$ cat src/verilog/lcc_pkg.sv
// Package with the register map, field layout and carrier types of the LED channel current code block.
package lcc_pkg;

  localparam int ADDR_W  = 12;
  localparam int DATA_W  = 32;
  localparam int REG_W   = 8;
  localparam int CODE_W  = 10;
  localparam int NUM_CH  = 3;
  localparam int NUM_REG = 2 * NUM_CH;
  localparam int IDX_W   = 8;

  // Register indices; the byte address is four times the index.
  localparam logic [IDX_W-1:0] IDX_CH1_HIGH = 8'h03;
  localparam logic [IDX_W-1:0] IDX_CH1_LOW  = 8'h04;
  localparam logic [IDX_W-1:0] IDX_CH2_HIGH = 8'h05;
  localparam logic [IDX_W-1:0] IDX_CH2_LOW  = 8'h06;
  localparam logic [IDX_W-1:0] IDX_CH3_HIGH = 8'h07;
  localparam logic [IDX_W-1:0] IDX_CH3_LOW  = 8'h08;
  localparam logic [IDX_W-1:0] IDX_STATUS   = 8'h0c;
  localparam logic [IDX_W-1:0] IDX_FIRST    = IDX_CH1_HIGH;
  localparam logic [IDX_W-1:0] IDX_LAST     = IDX_CH3_LOW;

  localparam logic [REG_W-1:0] CODE_REG_RESET = 8'h00;

  // High register keeps code bits 9:8 in its two least significant bits.
  localparam int HIGH_CODE_LSB = 0;
  localparam int HIGH_CODE_MSB = 1;
  localparam int HIGH_CODE_W   = HIGH_CODE_MSB - HIGH_CODE_LSB + 1;

  localparam logic [CODE_W-1:0] CODE_MAX = 10'h3ff;

  // Nominal current step in microamps and the width of the estimate it feeds.
  localparam int STEP_UA = 2470;
  localparam int CUR_W   = 22;

  typedef struct packed {
    logic              psel;
    logic              penable;
    logic              pwrite;
    logic [ADDR_W-1:0] paddr;
    logic [DATA_W-1:0] pwdata;
    logic [3:0]        pstrb;
  } lcc_apb_req_t;

  typedef struct packed {
    logic [DATA_W-1:0] prdata;
    logic              pready;
    logic              pslverr;
  } lcc_apb_rsp_t;

  typedef struct packed {
    logic [NUM_CH-1:0][CODE_W-1:0] code;
    logic [NUM_CH-1:0][CUR_W-1:0]  current_ua;
    logic [NUM_CH-1:0]             active;
  } lcc_dac_t;

endpackage

$ cat src/verilog/lcc_regs.sv
// APB register bank holding the three LED channel current codes.
//
// Notes on behaviour
// - Channel 1 bits 9:8 in 0x03 low bits.
// - Channel 1 bits 7:0 fill register 0x04.
// - Channel 2 bits 9:8 in 0x05 low bits.
// - Channel 2 bits 7:0 fill register 0x06.
// - Channel 3 bits 9:8 in 0x07 low bits.
// - Channel 3 bits 7:0 fill 0x08, reset zero.
// - Full code range zero to 0x3ff accepted.
// - Current is linear in code, zero at zero.
`timescale 1ns/1ps
module lcc_regs (
  input  wire logic                  ref_clk_i,
  input  wire logic                  rst_n_i,
  input  wire lcc_pkg::lcc_apb_req_t apb_req_i,
  output lcc_pkg::lcc_apb_rsp_t      apb_rsp_o,
  output lcc_pkg::lcc_dac_t          dac_o
);

  localparam int REG_W  = lcc_pkg::REG_W;
  localparam int IDX_W  = lcc_pkg::IDX_W;
  localparam int NUM_CH = lcc_pkg::NUM_CH;

  // Word aligned and inside the decoded window; anything else is an error.
  function automatic logic addr_word_ok(input logic [lcc_pkg::ADDR_W-1:0] addr);
    addr_word_ok = (addr[1:0] == 2'b00) && (addr[lcc_pkg::ADDR_W-1:IDX_W+2] == '0);
  endfunction

  function automatic logic idx_is_code(input logic [IDX_W-1:0] idx);
    idx_is_code = (idx >= lcc_pkg::IDX_FIRST) && (idx <= lcc_pkg::IDX_LAST);
  endfunction

  logic [REG_W-1:0]      code_reg [lcc_pkg::NUM_REG];
  logic [REG_W-1:0]      code_next [lcc_pkg::NUM_REG];
  logic [31:0]           prdata_reg;
  logic [31:0]           prdata_next;
  logic                  pslverr_reg;
  logic                  pslverr_next;

  wire                   setup_phase;
  wire                   access_phase;
  wire [IDX_W-1:0]       req_idx;
  wire                   word_ok;
  wire                   hit_code;
  wire                   hit_status;
  wire                   hit_any;
  wire [IDX_W-1:0]       slot_idx;
  wire                   wr_fire;
  wire [REG_W-1:0]       rd_code_byte;
  wire [REG_W-1:0]       status_byte;

  wire [NUM_CH-1:0][lcc_pkg::CODE_W-1:0] ch_code;
  wire [NUM_CH-1:0][lcc_pkg::CUR_W-1:0]  ch_current;
  wire [NUM_CH-1:0]                      ch_active;

  assign setup_phase  = apb_req_i.psel & ~apb_req_i.penable;
  assign access_phase = apb_req_i.psel & apb_req_i.penable;
  assign req_idx      = apb_req_i.paddr[IDX_W+1:2];
  assign word_ok      = addr_word_ok(apb_req_i.paddr);
  assign hit_code     = word_ok & idx_is_code(req_idx);
  assign hit_status   = word_ok & (req_idx == lcc_pkg::IDX_STATUS);
  assign hit_any      = hit_code | hit_status;
  assign slot_idx     = req_idx - lcc_pkg::IDX_FIRST;

  // Zero wait states: the write lands at the access edge, where pready is high.
  assign wr_fire = access_phase & apb_req_i.pwrite & hit_code & apb_req_i.pstrb[0];

  // Only byte lane 0 carries register data; the upper lanes are ignored.
  generate
    for (genvar r = 0; r < lcc_pkg::NUM_REG; r++) begin : g_reg
      assign code_next[r] = (wr_fire && (slot_idx == IDX_W'(r))) ? apb_req_i.pwdata[REG_W-1:0] : code_reg[r];

      always_ff @(posedge ref_clk_i or negedge rst_n_i) begin
        if (!rst_n_i) begin
          code_reg[r] <= lcc_pkg::CODE_REG_RESET;
        end else begin
          code_reg[r] <= code_next[r];
        end
      end
    end
  endgenerate

  // Channel c uses slot 2c as its high half and slot 2c+1 as its low half.
  generate
    for (genvar c = 0; c < NUM_CH; c++) begin : g_ch
      lcc_channel_code u_ch (
        .ref_clk_i    (ref_clk_i),
        .rst_n_i      (rst_n_i),
        .high_reg_i   (code_reg[2*c]),
        .low_reg_i    (code_reg[2*c+1]),
        .code_o       (ch_code[c]),
        .current_ua_o (ch_current[c]),
        .active_o     (ch_active[c])
      );
    end
  endgenerate

  // Upper six bits of a high register are stored and read back but never reach the code.
  assign rd_code_byte = hit_code ? code_reg[slot_idx[2:0]] : '0;
  assign status_byte  = {{(REG_W-NUM_CH){1'b0}}, ch_active};

  // Read data is captured in the setup cycle so it leaves a flip-flop in the access cycle.
  assign prdata_next  = setup_phase ? {24'h000000, (hit_status ? status_byte : rd_code_byte)} : prdata_reg;
  assign pslverr_next = setup_phase ? ~hit_any : pslverr_reg;

  always_ff @(posedge ref_clk_i or negedge rst_n_i) begin
    if (!rst_n_i) begin
      prdata_reg  <= '0;
      pslverr_reg <= 1'b0;
    end else begin
      prdata_reg  <= prdata_next;
      pslverr_reg <= pslverr_next;
    end
  end

  assign apb_rsp_o.prdata  = prdata_reg;
  assign apb_rsp_o.pready  = 1'b1;
  assign apb_rsp_o.pslverr = access_phase & pslverr_reg;

  assign dac_o.code       = ch_code;
  assign dac_o.current_ua = ch_current;
  assign dac_o.active     = ch_active;

endmodule

$ cat src/verilog/lcc_channel_code.sv
// One channel: joins the high and low register halves into the applied current code.
`timescale 1ns/1ps
module lcc_channel_code (
  input  wire logic                       ref_clk_i,
  input  wire logic                       rst_n_i,
  input  wire logic [lcc_pkg::REG_W-1:0]  high_reg_i,
  input  wire logic [lcc_pkg::REG_W-1:0]  low_reg_i,
  output logic      [lcc_pkg::CODE_W-1:0] code_o,
  output logic      [lcc_pkg::CUR_W-1:0]  current_ua_o,
  output logic                            active_o
);

  logic [lcc_pkg::CODE_W-1:0] code_next;
  logic [lcc_pkg::CUR_W-1:0]  current_next;
  logic                       active_next;

  // Every value up to the full scale code passes unclamped.
  assign code_next = {high_reg_i[lcc_pkg::HIGH_CODE_MSB:lcc_pkg::HIGH_CODE_LSB], low_reg_i};

  // Estimate is linear with a zero intercept, so code zero means no current.
  assign current_next = lcc_pkg::CUR_W'(code_next) * lcc_pkg::CUR_W'(lcc_pkg::STEP_UA);
  assign active_next  = (code_next != '0);

  always_ff @(posedge ref_clk_i or negedge rst_n_i) begin
    if (!rst_n_i) begin
      code_o       <= '0;
      current_ua_o <= '0;
      active_o     <= 1'b0;
    end else begin
      code_o       <= code_next;
      current_ua_o <= current_next;
      active_o     <= active_next;
    end
  end

endmodule

$ cat config.mk
export PLATFORM = sky130hd
export DESIGN_NAME = lcc_regs
export DESIGN_NICKNAME = d
export VERILOG_FILES = /design/src/verilog/lcc_pkg.sv /design/src/verilog/lcc_regs.sv /design/src/verilog/lcc_channel_code.sv
export SDC_FILE = /design/constraint.sdc
export NUM_CORES = 1
export LEC_CHECK = 0
export BUFFER_PORTS_ARGS = -buffer_cell sky130_fd_sc_hd__buf_4
export CORE_ASPECT_RATIO = 2
export CORE_MARGIN = 5
export CORE_UTILIZATION = 35
export DETAILED_ROUTE_END_ITERATION = 8
export PLACE_DENSITY = 0.59
export SYNTH_ARGS = -nofsm -noshare
export SYNTH_HDL_FRONTEND = slang
export SYNTH_SLANG_ARGS = --single-unit
export TNS_END_PERCENT = 10
$ cat constraint.sdc
create_clock -name ref_clk_i -period 12.8 [get_ports ref_clk_i]
set_input_delay 1.28 -clock ref_clk_i [delete_from_list [all_inputs] [get_ports ref_clk_i]]
set_output_delay 1.28 -clock ref_clk_i [all_outputs]
set_load 0.05 [all_outputs]
==> results.json, run 1 <==
{
  "ioPinCount": 186,
  "post_drt_via_cell_ratio": 4.88,
  "finalWirelength_um": 27800,
  "crit_type": "flip-flop to flip-flop",
  "htreeDepth": 4,
  "drt_pass1_iterations": 5,
  "synth_flop_cell": "dfrtp_1",
  "fp.dieW_um": 139,
  "hold_path.class": "flip-flop to flip-flop",
  "path_max_fanout": 8,
  "worst_setup_path_end_kind": "flip-flop",
  "fin_crit_sh": 0.392,
  "yosysSeqAreaShare": 0.323,
  "die-area_um2": 37200,
  "core_um2": 32900,
  "initial_core_util": 0.353,
  "gp_congestion": 0.864,
  "post_dp_cell_area_um2": 13000,
  "cts_made_buffers": 17,
  "slew_viol_final": 0,
  "grt_pass1_wl_um": 44400,
  "crit_path_start_kind": "flip-flop",
  "peakVddDrop_mv": 0.0974,
  "rsz0062_at_grt": "no",
  "fin_skew_ns": 0.0147,
  "crit_chain": "inv_1 > ha_1 > inv_1 > fa_1 > fa_1 > inv_1 > fa_1 > fa_1 > ha_1 > and3_1 > a221oi_1 > nor4_1 > o21a_1 > a211o_1",
  "layout-drive-gt1-share": 0.197,
  "arrival_ns": 5.35,
  "drtIter0Drc": 205,
  "nFillCells": 3229,
  "maxCapViolCount": 0,
  "required_ns": 13.13,
  "cts_sinks": 150,
  "syn_inst": 1049,
  "syn_area_per_cell_um2": 11.1,
  "hold_buffers": 0,
  "relSlewSlack": 0.180,
  "fin_nets": 1520,
  "cpMostUsedCell": "fa_1",
  "area_growth_pct": 16.5,
  "stdcell_area_um2": 13500,
  "postCtsResizedCells": 0,
  "largest_reg_flops": 60,
  "chipHeight_um": 268,
  "async_flop_share": 1.00,
  "finalHoldViolations": 0,
  "synth_area_um2": 11600,
  "grt_overflow_total": 0,
  "power.density_nw_per_um2": 76.0,
  "outcome": "completed",
  "setup_tns_ns": 0,
  "cts_tree": "yes",
  "worst_pin_slew_ns": 1.23,
  "cts_buffer_depth": 2,
  "synth_edf_count": 0,
  "drc": 0,
  "rows": 94,
  "clk_pin_slew_ns": 0.07,
  "multi_input_area_um2": 7100,
  "crit_path_max_incr_delay_ns": 0.60,
  "drtAntennaViolNets": 0,
  "period_minus_slack_ns": 5.01,
  "clock.fmax_ghz": 0.199,
  "synth.top_cell.area_share": 0.323,
  "setup_viol": 0,
  "grt_pass1_vias": 8545,
  "wl_per_cell_um": 17.1,
  "synth_top_area_cell": "dfrtp_1",
  "grt_usage": 0.155,
  "vias": 7927,
  "antenna_found_initial": 1,
  "place_ws_ns": 7.73,
  "ys_warn_count": 0,
  "worst_slack_ns": 7.79,
  "dpl.hpwl_um": 22700,
  "ys_seq_elements": 150,
  "synthDistinctLibCells": 52,
  "post_cts.repair.setup_buffers": 0,
  "diodes": 0,
  "p_leak_uw": 0.00783,
  "final_cell_mix": "ha_1 (227), inv_1 (155), dfrtp_1 (150)",
  "finalPower_uw": 1030,
  "final_common_cell": "ha_1",
  "clock_latency_ns": 0.46,
  "root_buffer": "clkbuf_16",
  "grt_max_degree": 83,
  "synthTopCellsByArea": "dfrtp_1 (32%), ha_1 (24%), fa_1 (10%), inv_1 (5.0%), mux2_2 (4.7%)",
  "port_buffers": 130,
  "slowest_stage": "a221oi_1",
  "ff_latch_area_um2": 3750
}
Yosys cell counts (all sizes together), types with 2 or more instances:
cell type  count
a211o          2
a211oi         7
a21o          18
a21oi         45
a221oi         4
a311oi         3
a31oi          6
a41o           3
and3          10
buf           35
clkbuf        10
conb           2
dfrtp        150
fa            60
ha           227
inv          155
mux2          49
mux2i          7
mux4           8
nand2         27
nand2b        10
nand3         28
nand4          5
nor2          37
nor2b          4
nor3          12
nor4           5
o2111ai        2
o211ai         6
o21a           9
o21ai         28
o21bai         5
o311ai         2
o31ai          3
or2            7
or3            2
xnor2         33
xor2          12
stage by stage:
step | hold WS (ns) | std cells | util
2_1_floorplan | 0.432 | 1075 | -
3_3_place_gp | 0.470 | 1593 | 0.394
3_5_place_dp | 0.474 | 1593 | 0.394
4_1_cts | 0.490 | 1625 | 0.411
5_1_grt | 0.502 | 1625 | 0.411
6_report | 0.484 | 1625 | 0.411
worst max-delay path: cells and delay by family, from the launching register on:
kind,cells,cell delay [ns]
adders and majority gates,6,2.65
DFF,1,0.54
buffers and inverters,3,0.22
AOI/OAI and AO/OA,3,1.08
and+or+nand+nor,2,0.40
kinds of logic (layout without fill, tap and decap cells):
kind of cell               after synthesis  count (layout)  share of synthesized area
and+or+nand+nor                        150             150                     0.0669
xor gates and xnor gates                45              45                     0.0339
adders and majority gates              287             287                      0.347
DFF                                    150             150                      0.323
muxes                                   64              64                     0.0689
other                                    2              28                   0.000646
buffers and inverters                  200             318                     0.0756
AOI/OAI and AO/OA                      151             151                     0.0840
worst paths after layout:
| kind | from | end | slack, ns | cells after the start |
|---|---|---|---|---|
| setup / recovery | code_reg[8] | g_ch[2].u_ch.current_ua_o[20] | 7.79 | 14 |
| hold / removal | prdata_reg[1] | prdata_reg[1] | 0.48 | 2 |
| setup reg to reg | code_reg[8] | g_ch[2].u_ch.current_ua_o[20] | 7.79 | 14 |
| hold reg to reg | prdata_reg[1] | prdata_reg[1] | 0.48 | 2 |
| max in group asynchronous | rst_n_i | g_ch[0].u_ch.current_ua_o[18] | 10.53 | 2 |
| min in group asynchronous | rst_n_i | g_ch[1].u_ch.current_ua_o[9] | 0.84 | 1 |
final cells by class:
class,count,area share
Multi-Input combinational cell,725,0.524
Sequential cell,150,0.277
Timing Repair Buffer,131,0.0729
Inverter,155,0.0429
Tap cell,432,0.0399
Clock buffer,17,0.0314
Clock inverter,15,0.0119
report_power, final:
part           switching (µW)  total (µW)  internal (µW)  leakage (µW)
registers               0.251         475            474       0.00209
clock network             229         504            276      0.000284
logic                    41.0        50.9           9.89       0.00545
total                     270        1030            760       0.00783
routing by layer:
layer	vias up	global-route usage	part of all wire	wire length (µm)
met5	-	0	0.00072	20
met2	162	0.315	0.59	16400
met4	2	0.0656	0.031	851
met3	56	0.0363	0.040	1120
met1	3892	0.144	0.34	9450
li1	3815	-	-	-
No activity file was read; power rests on OpenSTA's default activity.
==> run 2: changes to the inputs <==
==> constraint.sdc (replaced) <==
create_clock -name ref_clk_i -period 4.8 [get_ports ref_clk_i]
set_input_delay 0.48 -clock ref_clk_i [delete_from_list [all_inputs] [get_ports ref_clk_i]]
set_output_delay 0.48 -clock ref_clk_i [all_outputs]
set_load 0.05 [all_outputs]
==> run 2 against run 1 <==
Sequential share of layout area down 0.60 points; die area unchanged; sequential power rose to 2.7 times the previous value; final area up 2.3%.
==> results.json, run 2 (synthesized netlist as in run 1, its figures left out) <==
{
  "wl_per_cell_um": 17.3,
  "final_cell_mix": "ha_1 (226), buf_4 (166), inv_1 (155)",
  "root_buffer": "clkbuf_16",
  "fp.dieW_um": 139,
  "worst_pin_slew_ns": 1.16,
  "fin_skew_ns": 0.00777,
  "grt_max_degree": 93,
  "gp_congestion": 0.860,
  "drt_pass1_iterations": 4,
  "post_drt_via_cell_ratio": 4.83,
  "slew_viol_final": 0,
  "cts_buffer_depth": 2,
  "diodes": 0,
  "chipHeight_um": 268,
  "dp.cells": 1629,
  "rsz0062_at_grt": "no",
  "finalHoldViolations": 0,
  "core_um2": 32900,
  "grt_pass1_wl_um": 45600,
  "instances_no_fill": 1660,
  "period_minus_slack_ns": 4.55,
  "layout-drive-gt1-share": 0.222,
  "cts_sinks": 150,
  "crit_chain": "inv_1 > ha_1 > fa_1 > inv_1 > fa_1 > inv_1 > fa_1 > fa_1 > ha_2 > nand4_1 > o211ai_1 > a211oi_1 > buf_4 > o311ai_0",
  "largest_reg_flops": 60,
  "dpl.hpwl_um": 23900,
  "drtIter0Drc": 238,
  "initial_core_util": 0.353,
  "antenna_found_initial": 1,
  "postCtsResizedCells": 0,
  "fin_util": 0.421,
  "setup_viol": 0,
  "crit_path_start_kind": "flip-flop",
  "power.density_nw_per_um2": 202,
  "area_growth_pct": 19.1,
  "cts_tree": "yes",
  "htreeDepth": 4,
  "slowest_stage": "fa_1",
  "finalWirelength_um": 28700,
  "place_ws_ns": 0.0619,
  "ioPinCount": 186,
  "final_common_cell": "ha_1",
  "setup_tns_ns": 0,
  "relSlewSlack": 0.223,
  "worst_setup_path_end_kind": "flip-flop",
  "arrival_ns": 4.87,
  "die-area_um2": 37200,
  "grt_overflow_total": 0,
  "cpLargestDelayFamily": "adder cells",
  "required_ns": 5.12,
  "path_max_fanout": 7,
  "hold_buffers": 0,
  "post_cts.repair.setup_buffers": 0,
  "fin_crit_sh": 0.948,
  "hold_path.class": "primary input to async pin",
  "p_leak_uw": 0.00803,
  "grt_usage": 0.158,
  "grt_pass1_vias": 8749,
  "critPathBufInv": 4,
  "drc": 0,
  "rows": 94,
  "clock.fmax_ghz": 0.220,
  "worst_slack_ns": 0.250,
  "port_buffers": 130,
  "crit_type": "flip-flop to flip-flop",
  "cpMostUsedCell": "fa_1",
  "outcome": "completed",
  "clk_pin_slew_ns": 0.06,
  "vias": 8014,
  "clock_latency_ns": 0.44,
  "peakVddDrop_mv": 0.267,
  "crit_path_max_incr_delay_ns": 0.53,
  "cts_made_buffers": 17,
  "fin_nets": 1556,
  "maxCapViolCount": 0,
  "drtAntennaViolNets": 0
}
==> run 2: per-layer routing <==
metal / part of all wire / global-route usage / routed length [µm]
met3: 0.042 / 0.0367 / 1200
met5: 0.00070 / 0 / 20
met1: 0.34 / 0.147 / 9640
met4: 0.026 / 0.0566 / 741
met2: 0.60 / 0.325 / 17100
==> run 2: worst paths after layout <==
check	start	end	slack (ns)	cells after the start
hold / removal	rst_n_i	g_ch[1].u_ch.current_ua_o[4]	0.08	1
max in group asynchronous	rst_n_i	g_ch[0].u_ch.current_ua_o[13]	3.63	2
setup / recovery	code_reg[24]	g_ch[1].u_ch.current_ua_o[21]	0.25	14
min in group ref_clk_i	apb_req_i[7]	code_reg[19]	0.34	2
setup reg to reg	code_reg[24]	g_ch[1].u_ch.current_ua_o[21]	0.25	14
hold reg to reg	prdata_reg[1]	prdata_reg[1]	0.48	2
==> run 2: through the flow <==
| stage | area (µm²) | hold WS, ns | power, µW |
|---|---|---|---|
| global route | 13900 | 0.158 | 2910 |
| finish | 13900 | 0.0826 | 2810 |
| CTS | 13800 | 0.126 | 2850 |
| global placement | 13200 | 0.469 | 1430 |
| floorplan | 11700 | 0.184 | 1390 |
| detailed placement | 13200 | 0.474 | 1430 |
==> run 2: area by class of cell <==
type                            instances  area (µm²)
Fill cell                            3237       19100
Multi-Input combinational cell        725        7120
Sequential cell                       150        3760
Timing Repair Buffer                  167        1260
Inverter                              155         582
Tap cell                              432         541
Clock buffer                           20         457
Clock inverter                         11         149
==> run 2: report_power, final <==
part,internal [µW],switching (µW),total [µW]
clock,843,559,1400
sequential,1270,0.573,1270
combinational,27.0,111,138
